$ cat config.mk
export PLATFORM = sky130hd
export DESIGN_NAME = cpuoag_top
export DESIGN_NICKNAME = d
export VERILOG_FILES = /design/src/design/cpuoag_ea_calc.v /design/src/design/cpuoag_top.v
export VERILOG_INCLUDE_DIRS = /design/src /design/src/design
export SDC_FILE = /design/constraint.sdc
export NUM_CORES = 1
export LEC_CHECK = 0
export BUFFER_PORTS_ARGS = -buffer_cell sky130_fd_sc_hd__clkbuf_2
export CORE_MARGIN = 2
export CORE_UTILIZATION = 35
export CTS_CLUSTER_DIAMETER = 80
export DETAILED_ROUTE_END_ITERATION = 10
export HOLD_SLACK_MARGIN = 0.02
export PLACE_DENSITY_LB_ADDON = 0.3
export SLEW_MARGIN = 20
export SYNTH_ARGS = -nofsm -noshare
export SYNTH_HDL_FRONTEND = slang
export SYNTH_SLANG_ARGS = --single-unit
$ cat constraint.sdc
create_clock -name sys_clk -period 5.72 [get_ports sys_clk]
set_input_delay 0.286 -clock sys_clk [delete_from_list [all_inputs] [get_ports sys_clk]]
set_output_delay 0.286 -clock sys_clk [all_outputs]
set_load 0.005 [all_outputs]
$ cat src/design/cpuoag_regs.vh
// Constants of the operand address generator: mode codes, opcode groups,
// prebytes and interrupt mask levels. Assumes an 8-bit opcode stream on a 64 Kbyte bus.
// Overview of operation
// - Seventeen addressing modes: inherent, immediate, direct, indexed, indirect, relative, bit.
// - Inherent instructions are one byte; no operand bytes are fetched.
// - Immediate instructions carry one operand value byte after the opcode.
// - Short direct takes one address byte, reaching 00 to FF.
// - Long direct takes two address bytes, reaching the whole 64 Kbyte space.
// - Indexed address is unsigned sum of selected index register and offset.
// - Indexed without offset fetches nothing; index alone gives 00 to FF.
// - Short indexed adds one offset byte to index, reaching 00 to 1FE.
// - Long indexed adds a 16-bit two-byte offset to the index.
// - Indirect forms take a page-zero pointer location from the byte after opcode.
// - Short indirect reads a byte pointer, giving 00 to FF.
// - Long indirect reads a word pointer at that location, full 64 Kbyte reach.
// - Indirect indexed adds the index register to the fetched pointer value.
// - Short indirect indexed: byte pointer plus index reaches 00 to 1FE.
// - Short forms use page-zero bases or pointers, reach at most 1FE, and use fewer bytes and cycles.
// - Long forms reach all 64 Kbyte, costing extra bytes and cycles.
// - Memory read-modify-write instructions decode only to short addressing forms.
// - Mask instruction sets interrupt level 3; unmask instruction sets level 0.
// - Relative forms add a signed 8-bit offset, direct or from memory.
// - Prebytes select second index, indirect forms, or second-index indirect indexed.
`ifndef CPUOAG_REGS_VH
`define CPUOAG_REGS_VH

// ******************************
// Addressing mode codes
// ******************************
`define OAG_M_INH 5'h00
`define OAG_M_IMM 5'h01
`define OAG_M_DIRS 5'h02
`define OAG_M_DIRL 5'h03
`define OAG_M_IDX0 5'h04
`define OAG_M_IDXS 5'h05
`define OAG_M_IDXL 5'h06
`define OAG_M_INDS 5'h07
`define OAG_M_INDL 5'h08
`define OAG_M_IIXS 5'h09
`define OAG_M_IIXL 5'h0a
`define OAG_M_RELD 5'h0b
`define OAG_M_RELI 5'h0c
`define OAG_M_BITD 5'h0d
`define OAG_M_BITI 5'h0e
`define OAG_M_BTRD 5'h0f
`define OAG_M_BTRI 5'h10

// ******************************
// Prebytes and their internal codes
// ******************************
`define OAG_SECOND_INDEX_PREBYTE 8'h90
`define OAG_SECOND_INDEX_INDIRECT_PREBYTE 8'h91
`define OAG_INDIRECT_PREBYTE 8'h92
`define OAG_PRE_NONE 2'h0
`define OAG_PRE_Y 2'h1
`define OAG_PRE_IND 2'h2
`define OAG_PRE_YIND 2'h3

// ******************************
// Opcode groups (upper nibble) and special opcodes
// ******************************
`define OAG_GRP_BTR 4'h0
`define OAG_GRP_BIT 4'h1
`define OAG_GRP_REL 4'h2
`define OAG_GRP_RMWDIR 4'h3
`define OAG_GRP_RMWIDXS 4'h6
`define OAG_GRP_RMWIDX0 4'h7
`define OAG_GRP_IMM 4'ha
`define OAG_GRP_DIRS 4'hb
`define OAG_GRP_DIRL 4'hc
`define OAG_GRP_IDXL 4'hd
`define OAG_GRP_IDXS 4'he
`define OAG_GRP_IDX0 4'hf
`define OAG_MASK_INTERRUPTS_OP 8'h9b
`define OAG_UNMASK_INTERRUPTS_OP 8'h9a
`define OAG_IMASK_LEVEL_SET 2'h3
`define OAG_IMASK_LEVEL_CLR 2'h0

`endif

$ cat src/design/cpuoag_ea_calc.v
// Combinational effective address and relative target former.
// Assumes operand bytes, pointer and index are stable while read.
`timescale 1ns/1ps
`include "cpuoag_regs.vh"

module cpuoag_ea_calc (
   mode,
   opnd0,
   opnd1,
   ptrVal,
   idxVal,
   pcNext,
   effAddr,
   relTarget
);
   input wire [4:0] mode;
   input wire [7:0] opnd0;
   input wire [7:0] opnd1;
   input wire [15:0] ptrVal;
   input wire [7:0] idxVal;
   input wire [15:0] pcNext;
   output reg [15:0] effAddr;
   output reg [15:0] relTarget;

   reg [7:0] relOff;

   // Unsigned base plus index; short bases never carry past 1FE
   function [15:0] addIdx;
      input [15:0] base;
      input [7:0] idx;
      begin
         addIdx = base + {8'h00, idx};
      end
   endfunction

   always @* begin
      effAddr = 16'h0000;
      case (mode)
         `OAG_M_DIRS, `OAG_M_BITD, `OAG_M_BTRD: effAddr = {8'h00, opnd0};
         `OAG_M_DIRL: effAddr = {opnd0, opnd1};
         `OAG_M_IDX0: effAddr = {8'h00, idxVal};
         `OAG_M_IDXS: effAddr = addIdx({8'h00, opnd0}, idxVal);
         `OAG_M_IDXL: effAddr = addIdx({opnd0, opnd1}, idxVal);
         `OAG_M_INDS, `OAG_M_BITI, `OAG_M_BTRI: effAddr = {8'h00, ptrVal[7:0]};
         `OAG_M_INDL: effAddr = ptrVal;
         `OAG_M_IIXS: effAddr = addIdx({8'h00, ptrVal[7:0]}, idxVal);
         `OAG_M_IIXL: effAddr = addIdx(ptrVal, idxVal);
         default: effAddr = 16'h0000;
      endcase
   end

   always @* begin
      relOff = 8'h00;
      case (mode)
         `OAG_M_RELD: relOff = opnd0;
         `OAG_M_RELI: relOff = ptrVal[7:0];
         `OAG_M_BTRD, `OAG_M_BTRI: relOff = opnd1;
         default: relOff = 8'h00;
      endcase
      relTarget = pcNext + {{8{relOff[7]}}, relOff};
   end

endmodule

$ cat src/design/cpuoag_top.v
// Operand addressing front end: prebyte and opcode fetch, operand and
// pointer fetch, effective address forming. Assumes a same-clock memory
// port that answers each held request with a one-cycle acknowledge.
`timescale 1ns/1ps
`include "cpuoag_regs.vh"

module cpuoag_top (
   sys_clk,
   rstn,
   startValid,
   startPc,
   idxX,
   idxY,
   memAck,
   memRdata,
   memReq,
   memAddr,
   busy,
   done,
   modeOut,
   opcodeOut,
   useY,
   operandVal,
   effAddr,
   relTarget,
   nextPc,
   instrLen,
   imaskWe,
   imaskLevel
);
   input wire sys_clk;
   input wire rstn;
   input wire startValid;
   input wire [15:0] startPc;
   input wire [7:0] idxX;
   input wire [7:0] idxY;
   input wire memAck;
   input wire [7:0] memRdata;
   output reg memReq;
   output reg [15:0] memAddr;
   output reg busy;
   output reg done;
   output reg [4:0] modeOut;
   output reg [7:0] opcodeOut;
   output reg useY;
   output reg [7:0] operandVal;
   output reg [15:0] effAddr;
   output reg [15:0] relTarget;
   output reg [15:0] nextPc;
   output reg [2:0] instrLen;
   output reg imaskWe;
   output reg [1:0] imaskLevel;

   // ******************************
   // States
   // ******************************
   localparam [4:0] S_IDLE = 5'b00001;
   localparam [4:0] S_OPC = 5'b00010;
   localparam [4:0] S_OPND = 5'b00100;
   localparam [4:0] S_PTR = 5'b01000;
   localparam [4:0] S_EA = 5'b10000;

   // ******************************
   // Decode functions
   // ******************************
   function [1:0] preCode;
      input [7:0] b;
      begin
         case (b)
            `OAG_SECOND_INDEX_PREBYTE: preCode = `OAG_PRE_Y;
            `OAG_INDIRECT_PREBYTE: preCode = `OAG_PRE_IND;
            `OAG_SECOND_INDEX_INDIRECT_PREBYTE: preCode = `OAG_PRE_YIND;
            default: preCode = `OAG_PRE_NONE;
         endcase
      end
   endfunction

   // Upper nibble selects the base mode; indirect prebytes lift it
   function [4:0] decMode;
      input [7:0] opc;
      input [1:0] pre;
      reg ind;
      begin
         ind = (pre == `OAG_PRE_IND) || (pre == `OAG_PRE_YIND);
         case (opc[7:4])
            `OAG_GRP_BTR: decMode = ind ? `OAG_M_BTRI : `OAG_M_BTRD;
            `OAG_GRP_BIT: decMode = ind ? `OAG_M_BITI : `OAG_M_BITD;
            `OAG_GRP_REL: decMode = ind ? `OAG_M_RELI : `OAG_M_RELD;
            // Memory RMW groups have only short forms
            `OAG_GRP_RMWDIR: decMode = ind ? `OAG_M_INDS : `OAG_M_DIRS;
            `OAG_GRP_RMWIDXS: decMode = ind ? `OAG_M_IIXS : `OAG_M_IDXS;
            `OAG_GRP_RMWIDX0: decMode = `OAG_M_IDX0;
            `OAG_GRP_IMM: decMode = `OAG_M_IMM;
            `OAG_GRP_DIRS: decMode = ind ? `OAG_M_INDS : `OAG_M_DIRS;
            `OAG_GRP_DIRL: decMode = ind ? `OAG_M_INDL : `OAG_M_DIRL;
            `OAG_GRP_IDXL: decMode = ind ? `OAG_M_IIXL : `OAG_M_IDXL;
            `OAG_GRP_IDXS: decMode = ind ? `OAG_M_IIXS : `OAG_M_IDXS;
            `OAG_GRP_IDX0: decMode = `OAG_M_IDX0;
            default: decMode = `OAG_M_INH;
         endcase
      end
   endfunction

   // Bytes that follow the opcode
   function [1:0] opndCnt;
      input [4:0] m;
      begin
         case (m)
            `OAG_M_INH, `OAG_M_IDX0: opndCnt = 2'd0;
            `OAG_M_DIRL, `OAG_M_IDXL: opndCnt = 2'd2;
            `OAG_M_BTRD, `OAG_M_BTRI: opndCnt = 2'd2;
            default: opndCnt = 2'd1;
         endcase
      end
   endfunction

   // Pointer bytes read from page zero, save a word pointer at FF, whose second byte is read from 0100
   function [1:0] ptrCnt;
      input [4:0] m;
      begin
         case (m)
            `OAG_M_INDL, `OAG_M_IIXL: ptrCnt = 2'd2;
            `OAG_M_INDS, `OAG_M_IIXS, `OAG_M_RELI: ptrCnt = 2'd1;
            `OAG_M_BITI, `OAG_M_BTRI: ptrCnt = 2'd1;
            default: ptrCnt = 2'd0;
         endcase
      end
   endfunction

   // ******************************
   // Reset release
   // ******************************
   reg [1:0] rstSyncQ;
   wire rstnInt;

   always @(posedge sys_clk or negedge rstn) begin
      if (!rstn) begin
         rstSyncQ <= 2'b00;
      end else begin
         rstSyncQ <= {rstSyncQ[0], 1'b1};
      end
   end

   assign rstnInt = rstSyncQ[1];

   // ******************************
   // Datapath state
   // ******************************
   reg [4:0] stQ;
   reg [15:0] pcQ;
   reg [15:0] basePcQ;
   reg [1:0] preQ;
   reg [7:0] opcQ;
   reg [4:0] modeQ;
   reg [7:0] opnd0Q;
   reg [7:0] opnd1Q;
   reg [1:0] opndLeftQ;
   reg firstQ;
   reg [1:0] ptrLeftQ;
   reg [15:0] ptrQ;
   wire [15:0] eaCalc;
   wire [15:0] relCalc;
   wire [7:0] idxSel;
   wire [1:0] newPre;
   wire [4:0] newMode;

   assign newPre = preCode(memRdata);
   assign newMode = decMode(memRdata, preQ);
   // Second index for both the index and the indirect-index prebytes
   assign idxSel = (preQ == `OAG_PRE_Y || preQ == `OAG_PRE_YIND) ? idxY : idxX;

   cpuoag_ea_calc u_ea (
      .mode(modeQ),
      .opnd0(opnd0Q),
      .opnd1(opnd1Q),
      .ptrVal(ptrQ),
      .idxVal(idxSel),
      .pcNext(pcQ),
      .effAddr(eaCalc),
      .relTarget(relCalc)
   );

   // ******************************
   // Fetch sequencer
   // ******************************
   always @(posedge sys_clk or negedge rstnInt) begin
      if (!rstnInt) begin
         stQ <= S_IDLE;
         pcQ <= 16'h0000;
         basePcQ <= 16'h0000;
         preQ <= `OAG_PRE_NONE;
         opcQ <= 8'h00;
         modeQ <= `OAG_M_INH;
         opnd0Q <= 8'h00;
         opnd1Q <= 8'h00;
         opndLeftQ <= 2'd0;
         firstQ <= 1'b0;
         ptrLeftQ <= 2'd0;
         ptrQ <= 16'h0000;
         memReq <= 1'b0;
         memAddr <= 16'h0000;
         busy <= 1'b0;
         done <= 1'b0;
         modeOut <= `OAG_M_INH;
         opcodeOut <= 8'h00;
         useY <= 1'b0;
         operandVal <= 8'h00;
         effAddr <= 16'h0000;
         relTarget <= 16'h0000;
         nextPc <= 16'h0000;
         instrLen <= 3'd0;
         imaskWe <= 1'b0;
         imaskLevel <= `OAG_IMASK_LEVEL_CLR;
      end else begin
         done <= 1'b0;
         imaskWe <= 1'b0;
         case (stQ)
            S_IDLE: begin
               if (startValid) begin
                  stQ <= S_OPC;
                  pcQ <= startPc;
                  basePcQ <= startPc;
                  preQ <= `OAG_PRE_NONE;
                  opnd0Q <= 8'h00;
                  opnd1Q <= 8'h00;
                  ptrQ <= 16'h0000;
                  memReq <= 1'b1;
                  memAddr <= startPc;
                  busy <= 1'b1;
               end
            end
            S_OPC: begin
               if (memAck) begin
                  pcQ <= pcQ + 16'h0001;
                  memAddr <= pcQ + 16'h0001;
                  // Only one prebyte is honoured; a second one is an opcode
                  if (preQ == `OAG_PRE_NONE && newPre != `OAG_PRE_NONE) begin
                     preQ <= newPre;
                  end else begin
                     opcQ <= memRdata;
                     modeQ <= newMode;
                     opndLeftQ <= opndCnt(newMode);
                     ptrLeftQ <= ptrCnt(newMode);
                     firstQ <= 1'b1;
                     if (opndCnt(newMode) == 2'd0) begin
                        memReq <= 1'b0;
                        stQ <= S_EA;
                     end else begin
                        stQ <= S_OPND;
                     end
                  end
               end
            end
            S_OPND: begin
               if (memAck) begin
                  pcQ <= pcQ + 16'h0001;
                  memAddr <= pcQ + 16'h0001;
                  firstQ <= 1'b0;
                  opndLeftQ <= opndLeftQ - 2'd1;
                  // Long operands arrive high byte first
                  if (firstQ) begin
                     opnd0Q <= memRdata;
                  end else begin
                     opnd1Q <= memRdata;
                  end
                  if (opndLeftQ == 2'd1) begin
                     if (ptrLeftQ != 2'd0) begin
                        // Pointer sits in page zero at the first operand byte
                        memAddr <= {8'h00, firstQ ? memRdata : opnd0Q};
                        stQ <= S_PTR;
                     end else begin
                        memReq <= 1'b0;
                        stQ <= S_EA;
                     end
                  end
               end
            end
            S_PTR: begin
               if (memAck) begin
                  ptrLeftQ <= ptrLeftQ - 2'd1;
                  if (ptrLeftQ == 2'd2) begin
                     ptrQ[15:8] <= memRdata;
                     memAddr <= memAddr + 16'h0001;
                  end else begin
                     ptrQ[7:0] <= memRdata;
                     memReq <= 1'b0;
                     stQ <= S_EA;
                  end
               end
            end
            S_EA: begin
               effAddr <= eaCalc;
               relTarget <= relCalc;
               operandVal <= opnd0Q;
               modeOut <= modeQ;
               opcodeOut <= opcQ;
               useY <= (preQ == `OAG_PRE_Y) || (preQ == `OAG_PRE_YIND);
               nextPc <= pcQ;
               // Fits: at most one prebyte, one opcode, two operands
               instrLen <= pcQ[2:0] - basePcQ[2:0];
               if (modeQ == `OAG_M_INH && preQ == `OAG_PRE_NONE) begin
                  if (opcQ == `OAG_MASK_INTERRUPTS_OP) begin
                     imaskWe <= 1'b1;
                     imaskLevel <= `OAG_IMASK_LEVEL_SET;
                  end else if (opcQ == `OAG_UNMASK_INTERRUPTS_OP) begin
                     imaskWe <= 1'b1;
                     imaskLevel <= `OAG_IMASK_LEVEL_CLR;
                  end
               end
               done <= 1'b1;
               busy <= 1'b0;
               stQ <= S_IDLE;
            end
            default: begin
               stQ <= S_IDLE;
               memReq <= 1'b0;
               busy <= 1'b0;
            end
         endcase
      end
   end

endmodule

==> summary.md, run 1 <==
| Metric | Value |
|---|---|
| Drt pass-1 iters | `7` |
| Starting density of the core | `35.3%` |
| Max Clk Rate | `237 MHz` |
| Die X | `179 µm` |
| Worst slew margin | `34.0%` |
| H-tree levels | `4` |
| Dpl cells | `1749` |
| Crit end category | `flop` |
| Status | `finished clean` |
| Longest Clk Path Bufs | `2` |
| Tot GR Track Use | `20.4%` |
| Largest net degree at the start of global routing | `171` |
| Ranking of synthesized cells by area | `dfrtp_1, nand2_1, o21ai_0` |
| Hold depth | `3` |
| Worst hold-check path type | `input port to flop` |
| Synth Flop Type | `dfrtp_1` |
| Vias per cell | `5.40` |
| Mapped Nets | `1376` |
| Vias | `9615` |
| Final Max Tran Viols | `0` |
| Die Area | `0.0321 mm²` |
| Critical path fanouts, max | `17` |
| Final hold violations | `0` |
| CP max stage delay | `0.74 ns` |
| Syn. warnings | `0` |
| Site Rows | `64` |
| Critical path's slowest cell | `a222oi_1` |
| Seq/Total Area, Yosys | `between 40 and 50%` |
| FF+latch count, synth | `172` |
| CTS root buffer | `clkbuf_16` |
| Synth Area per Inst | `about 8.3 µm²` |
| Cell Area, Synth | `0.0107 mm²` |
| Sink Count | `172` |
| Max-cap viol count | `0` |
| Synth cell count leaders | `nand2_1, dfrtp_1, o21ai_0, nor2_1, a21oi_1` |
| Max VDD drop | `between 0.2 and 0.25 mV` |
| Fin cells | `1782` |
| Wire per inst | `18.1 µm` |
| Layout overhead on the synthesized area | `14.0%` |
| Top-area cell type share of the netlist area | `39.8%` |
| Share of cells above drive strength 1 | `about 16%` |
| Antenna cells | `0` |
| Critical path cell sequence | `nor2_1 -> nand3_2 -> o21ai_2 -> a222oi_1 -> inv_1 -> ha_1 -> a211o_1 -> o221a_1 -> o31a_1 -> o221a_2 -> o41ai_2 -> xor2_1 -> o21ai_1` |
| I/O pin count | `139` |
| TritonCTS clock tree | `yes` |
| Inserted Clock Buffers | `17` |
| Critical path launch point type | `flop` |
| Clock transition at path regs | `about 0.07 ns` |
| Gate Count Post-Synth | `~1300` |
| Yosys top cell by area | `dfrtp_1` |
| Synth cell types | `75` |
| Pwr dens | `about 420 mW/mm²` |
| Total power | `roughly 5.1 mW` |
| Crit path kind | `flop to flop` |
| Fin crit share | `73.8%` |
| Worst skew pair latency | `between 0.4 and 0.5 ns` |
| First-pass GRT wire length | `just over 50000 µm` |
| Setup Fix Bufs, Post-CTS | `0` |
| Vias in the first global route | `9138` |
| CP top delay family | `compound AO/OA/AOI/OAI gates` |
| Vert. Die Dim | `roughly 180 µm` |
| Setup Viol. Count Final | `0` |
| Drc violations | `0` |
| Crit path DAT | `around 4.5 ns` |
| Critical path buffers and inverters | `1` |
| Post-route setup TNS | `0 ns` |
| Initial antenna violation count | `0` |
| DP HPWL | `approximately 23000 µm` |
| RSZ-0062 raised after global routing | `no` |
| 1st-iter DRT viols | `844` |
| Leak | `5.68 nW` |
| Final Skew | `0.00981 ns` |
| CP Depth | `13` |
| Tmin final | `between 4 and 5 ns` |
| DRT Wirelength | `32300 µm` |
| Count leader, synth | `nand2_1` |
| Post-synth EDFFs | `0` |
| Asr flop ratio synth | `100%` |
| Cts repair resizes | `0` |
| Req. time, crit path | `6.02 ns` |
| Port bufs | `138` |
| Core Region | `0.0304 mm²` |
| Placer Congestion | `0.861` |
| Worst r2r path cells | `13` |
| Worst Max-Slew Pin Slew | `around 0.99 ns` |
| Total congestion overflow | `0` |
| Antenna Nets Post-Route | `0` |
| NumNets Final | `1458` |
state kept, by name (all words and copies together), names as in the netlist, 5 cells and up:
register / count
opcQ: 8
effAddr: 16
nextPc: 16
ptrQ: 16
modeOut: 5
stQ: 5
opnd1Q: 8
pcQ: 16
opcodeOut: 8
memAddr: 16
operandVal: 8
modeQ: 5
opnd0Q: 8
relTarget: 16
per-stage QoR:
step	util, %	hold WS (ns)	instance area [µm²]	setup slack, ns
after floorplan	-	-0.00959	10700	0.574
after global placement	38.2	0.0721	11600	1.72
after CTS	40.2	0.120	12200	1.55
after global routing	40.3	0.133	12200	1.27
after detailed placement	38.2	0.0781	11600	1.58
final	40.3	0.132	12200	1.50
routing by layer:
metal / up-vias / part of all wire [%] / track usage [%]
li1: 4699 / - / -
met1: 4600 / 47 / 29.3
met2: 278 / 45 / 31.2
met3: 38 / 5.2 / 3.58
met4: 0 / 2.2 / 6.49
met5: - / 0 / 0
repair_timing:
action / CTS / global route
setup endpoints to repair: 0 / 0
hold endpoints to repair: 2 / 0
hold buffers: 1 / 0
logic make-up after synthesis:
| logic type | after synthesis | synth area share, % |
|---|---|---|
| flops | 172 | 40.1 |
| other cells | 1 | 0.0349 |
| fa+ha+maj | 41 | 5.05 |
| xor+xnor | 57 | 4.65 |
| simple gates | 506 | 20.8 |
| mux | 39 | 3.89 |
| buf+inv | 120 | 4.94 |
| compound gates | 355 | 20.5 |
worst reg2reg max path, stage by stage (launching register included):
cell and delay, ns:
dfrtp_1 0.70, nor2_1 0.14, nand3_2 0.12, o21ai_2 0.12, a222oi_1 0.74, inv_1 0.35
ha_1 0.46, a211o_1 0.31, o221a_1 0.25, o31a_1 0.14, o221a_2 0.28, o41ai_2 0.24
xor2_1 0.19, o21ai_1 0.07
cell type report:
| type | count | area (µm²) |
|---|---|---|
| inverter | 36 | 135 |
| tap | 396 | 495 |
| timing repair buffer | 147 | 773 |
| fill | 3126 | 18200 |
| clock buffer | 18 | 429 |
| clock inverter | 14 | 173 |
| sequential | 172 | 4310 |
| multi-input combinational | 999 | 5930 |
cell usage in the layout, fill, tap and decap left out, drive strengths merged, types with 4 or more instances in the layout:
cell type  instances
nor4               6
nand2            293
nand4              7
nand3             50
a22o               6
dfrtp            171
a21o              11
nor2b             10
a21oi             68
inv               44
a31oi             17
nor3              16
o21bai             4
and3              10
a221oi             8
and4               4
nor2              78
mux2i             17
o31ai              8
clkbuf           156
mux2              22
nand2b             9
a222oi            12
a211oi             9
ha                37
xnor2             25
fa                 4
o22ai             19
o21ai            143
a22oi             15
buf                8
nand3b             4
a211o              4
o21a              10
xor2              32
path summary, 6_finish.rpt:
kind | startpoint | endpoint | slack, ns
setup reg to reg | modeQ[3] | relTarget[14] | 1.50
min in group asynchronous | rstn | rstSyncQ[1] | 0.15
hold reg to reg | rstSyncQ[0] | rstSyncQ[1] | 0.35
hold / removal | startPc[2] | basePcQ[2] | 0.13
setup / recovery | modeQ[3] | relTarget[14] | 1.50
max in group asynchronous | rstSyncQ[1] | nextPc[5] | 4.50
where the power goes:
group	internal, mW	switching [mW]	total [mW]	leakage [nW]
Sequential	1.59	0.453	2.05	2.23
Clock	0.664	0.560	1.22	0.290
Combinational	0.754	1.08	1.84	3.16
(Power assumes the default switching activity.)
==> inputs of run 2 (changes only) <==
==> constraint.sdc (replaced) <==
create_clock -name sys_clk -period 3.85 [get_ports sys_clk]
set_input_delay 0.1925 -clock sys_clk [delete_from_list [all_inputs] [get_ports sys_clk]]
set_output_delay 0.1925 -clock sys_clk [all_outputs]
set_load 0.005 [all_outputs]
==> run 2 against run 1 <==
Compared with the run above: sequential power up 47%; worst hold slack got worse by 0.099 ns; worst setup slack worse by 1.3 ns; fmax rose by 17%; via count rose by 0.85%; wire length down 0.29%; global-route usage about the same; clock skew up 0.0031 ns; cell count is 1.2% higher; combinational power is 53% higher.
==> summary.md, run 2 (same netlist as run 1, synthesis figures left out) <==
| Metric | Value |
|---|---|
| Status | `finished clean (unchanged)` |
| Final Max Tran Viols | `0 (unchanged)` |
| Worst r2r path cells | `13 (unchanged)` |
| H-tree levels | `4 (unchanged)` |
| Fin worst setup slack | `0.239 ns (was 1.50 ns)` |
| Max Clk Rate | `277 MHz (was 237 MHz)` |
| Crit end category | `flop (unchanged)` |
| Tot GR Track Use | `20.4% (about the same)` |
| Share of cells above drive strength 1 | `17.1% (was 15.9%)` |
| Vias in the first global route | `9089 (was 9138)` |
| Tmin final | `3.61 ns (was 4.22 ns)` |
| Sink Count | `172 (unchanged)` |
| Worst slew margin | `37.7% (was 34.0%)` |
| Req. time, crit path | `4.14 ns (was 6.02 ns)` |
| Final hold violations | `0 (unchanged)` |
| Hold_ws | `0.0326 ns (was 0.132 ns)` |
| Max layer used | `met4 (unchanged)` |
| Vias | `9697 (was 9615)` |
| Layout overhead on the synthesized area | `15.7% (was 14.0%)` |
| Non-Filler Cell Area, Final | `0.0124 mm² (was 0.0122 mm²)` |
| Worst skew pair latency | `0.44 ns (about the same)` |
| RR Endpoint | `relTarget[14] (unchanged)` |
| I/O pin count | `139 (unchanged)` |
| Pwr dens | `618 mW/mm² (was 417 mW/mm²)` |
| Longest Clk Path Bufs | `2 (unchanged)` |
| NumNets Final | `1479 (was 1458)` |
| Met1 WL | `15000 µm (was 15300 µm)` |
| Crit path DAT | `3.90 ns (was 4.52 ns)` |
| Most common cell after layout, fill and taps aside | `nand2_1 (unchanged)` |
| Fin cells | `1803 (was 1782)` |
| Critical path cell sequence | `nand2b_1 -> o21ai_2 -> a222oi_1 -> buf_4 -> inv_1 -> ha_1 -> a211o_1 -> o221a_1 -> o31a_1 -> o221a_2 -> o41ai_2 -> xor2_1 -> o21ai_1 (was nor2_1 -> nand3_2 -> o21ai_2 -> a222oi_1 -> inv_1 -> ha_1 -> a211o_1 -> o221a_1 -> o31a_1 -> o221a_2 -> o41ai_2 -> xor2_1 -> o21ai_1)` |
| Antenna cells | `0 (unchanged)` |
| DRT Wirelength | `32200 µm (was 32300 µm)` |
| Critical path's slowest cell | `dfrtp_1 (was a222oi_1)` |
| Post-route setup TNS | `0 ns (unchanged)` |
| Vert. Die Dim | `179 µm (unchanged)` |
| Inserted Clock Buffers | `17 (unchanged)` |
| Max-cap viol count | `0 (unchanged)` |
| Placer Congestion | `0.931 (was 0.861)` |
| Commonest non-fill, non-tap cells in the layout | `nand2_1, dfrtp_1, clkbuf_2 (unchanged)` |
| Hold depth | `3 (unchanged)` |
| DP HPWL | `23800 µm (was 23100 µm)` |
| Die Area | `0.0321 mm² (unchanged)` |
| Worst hold-check path type | `input port to flop (unchanged)` |
| Critical path launch point type | `flop (unchanged)` |
| Total congestion overflow | `0 (unchanged)` |
| Final Skew | `0.0129 ns (was 0.00981 ns)` |
| Wire per inst | `17.8 µm (was 18.1 µm)` |
| Drc violations | `0 (unchanged)` |
| Drt pass-1 iters | `7 (unchanged)` |
| Core Region | `0.0304 mm² (unchanged)` |
| Die X | `179 µm (unchanged)` |
| Site Rows | `64 (unchanged)` |
| Placed Instance Area | `0.0118 mm² (was 0.0116 mm²)` |
| Critical path fanouts, max | `13 (was 17)` |
| CP max stage delay | `0.63 ns (was 0.74 ns)` |
| Setup slack, reg-to-reg | `0.24 ns (was 1.50 ns)` |
| Leak | `5.79 nW (was 5.68 nW)` |
| Largest net degree at the start of global routing | `79 (was 171)` |
| Starting density of the core | `35.3% (unchanged)` |
| Total power | `7.68 mW (was 5.11 mW)` |
| Critical path buffers and inverters | `2 (was 1)` |
| Worst Max-Slew Pin Slew | `0.931 ns (was 0.990 ns)` |
| Met3 WL | `1840 µm (was 1660 µm)` |
| Initial antenna violation count | `0 (unchanged)` |
| TritonCTS clock tree | `yes (unchanged)` |
| CP top delay family | `compound AO/OA/AOI/OAI gates (unchanged)` |
| Antenna Nets Post-Route | `0 (unchanged)` |
| CTS root buffer | `clkbuf_16 (unchanged)` |
| Crit path kind | `flop to flop (unchanged)` |
| RSZ-0062 raised after global routing | `no (unchanged)` |
| Hold_sp | `startPc[2] (unchanged)` |
| Pre-CTS setup slack | `0.239 ns (was 1.58 ns)` |
| Vias per cell | `5.38 (was 5.40)` |
| Routed wl met2 | `14700 µm (was 14600 µm)` |
| Fin crit share | `93.8% (was 73.8%)` |
| Setup Viol. Count Final | `0 (unchanged)` |
| Min-Delay Endpoint | `basePcQ[2] (unchanged)` |
| Clock transition at path regs | `0.07 ns (about the same)` |
| Max VDD drop | `0.333 mV (was 0.230 mV)` |
| Reg2Reg Launch Point | `modeQ[4] (was modeQ[3])` |
| Final Util | `40.9% (was 40.3%)` |
| First-pass GRT wire length | `51100 µm (was 51000 µm)` |
| Dpl cells | `1768 (was 1749)` |
| 1st-iter DRT viols | `828 (was 844)` |
| Port bufs | `138 (unchanged)` |
run 2: routing by layer:
metal | global-route usage, % | vias up
li1 | - | 4743
met1 | 28.9 | 4654
met2 | 31.6 | 261
met3 | 3.84 | 39
met4 | 6.28 | 0
met5 | 0 | -
run 2: how the worst max path moves through the flow:
stage / slack (ns) / start / end / cells past startpoint
finish: 0.24 / modeQ[4] / relTarget[14] / 13
CTS: 0.22 / modeQ[2] / relTarget[14] / 13
global placement: 0.35 / modeQ[4] / relTarget[14] / 12
global route: 0.02 / modeQ[0] / effAddr[9] / 14
detailed placement: 0.24 / modeQ[2] / relTarget[14] / 13
floorplan: 0.39 / modeQ[1] / effAddr[8] / 17
run 2: cell type report:
cell class / count / area, µm²
clock buffers: 18 / 429
clock inverters: 14 / 185
fillers: 3113 / 18000
inverters: 36 / 135
multi-input cells: 999 / 5940
flip-flops and latches: 172 / 4310
well taps: 396 / 495
repair buffers: 168 / 943
run 2: timing repair:
| action | 4_1_cts | 5_1_grt |
|---|---|---|
| gates resized for setup | 0 | 1 |
| hold buffers | 1 | 0 |
| setup buffers | 0 | 2 |
| endpoints found under the setup margin | 0 | 2 |
| endpoints found under the hold margin | 2 | 0 |
run 2: tightest hold or removal path, stage by stage:
cell and delay [ns]:
clkbuf_2 0.13, nand2_1 0.07, nand2_1 0.04
run 2: report_power, final:
group          leakage [nW]  switching [mW]  internal (mW)
combinational          3.27            1.67           1.16
clock                 0.295           0.802           1.04
sequential             2.23           0.643           2.37
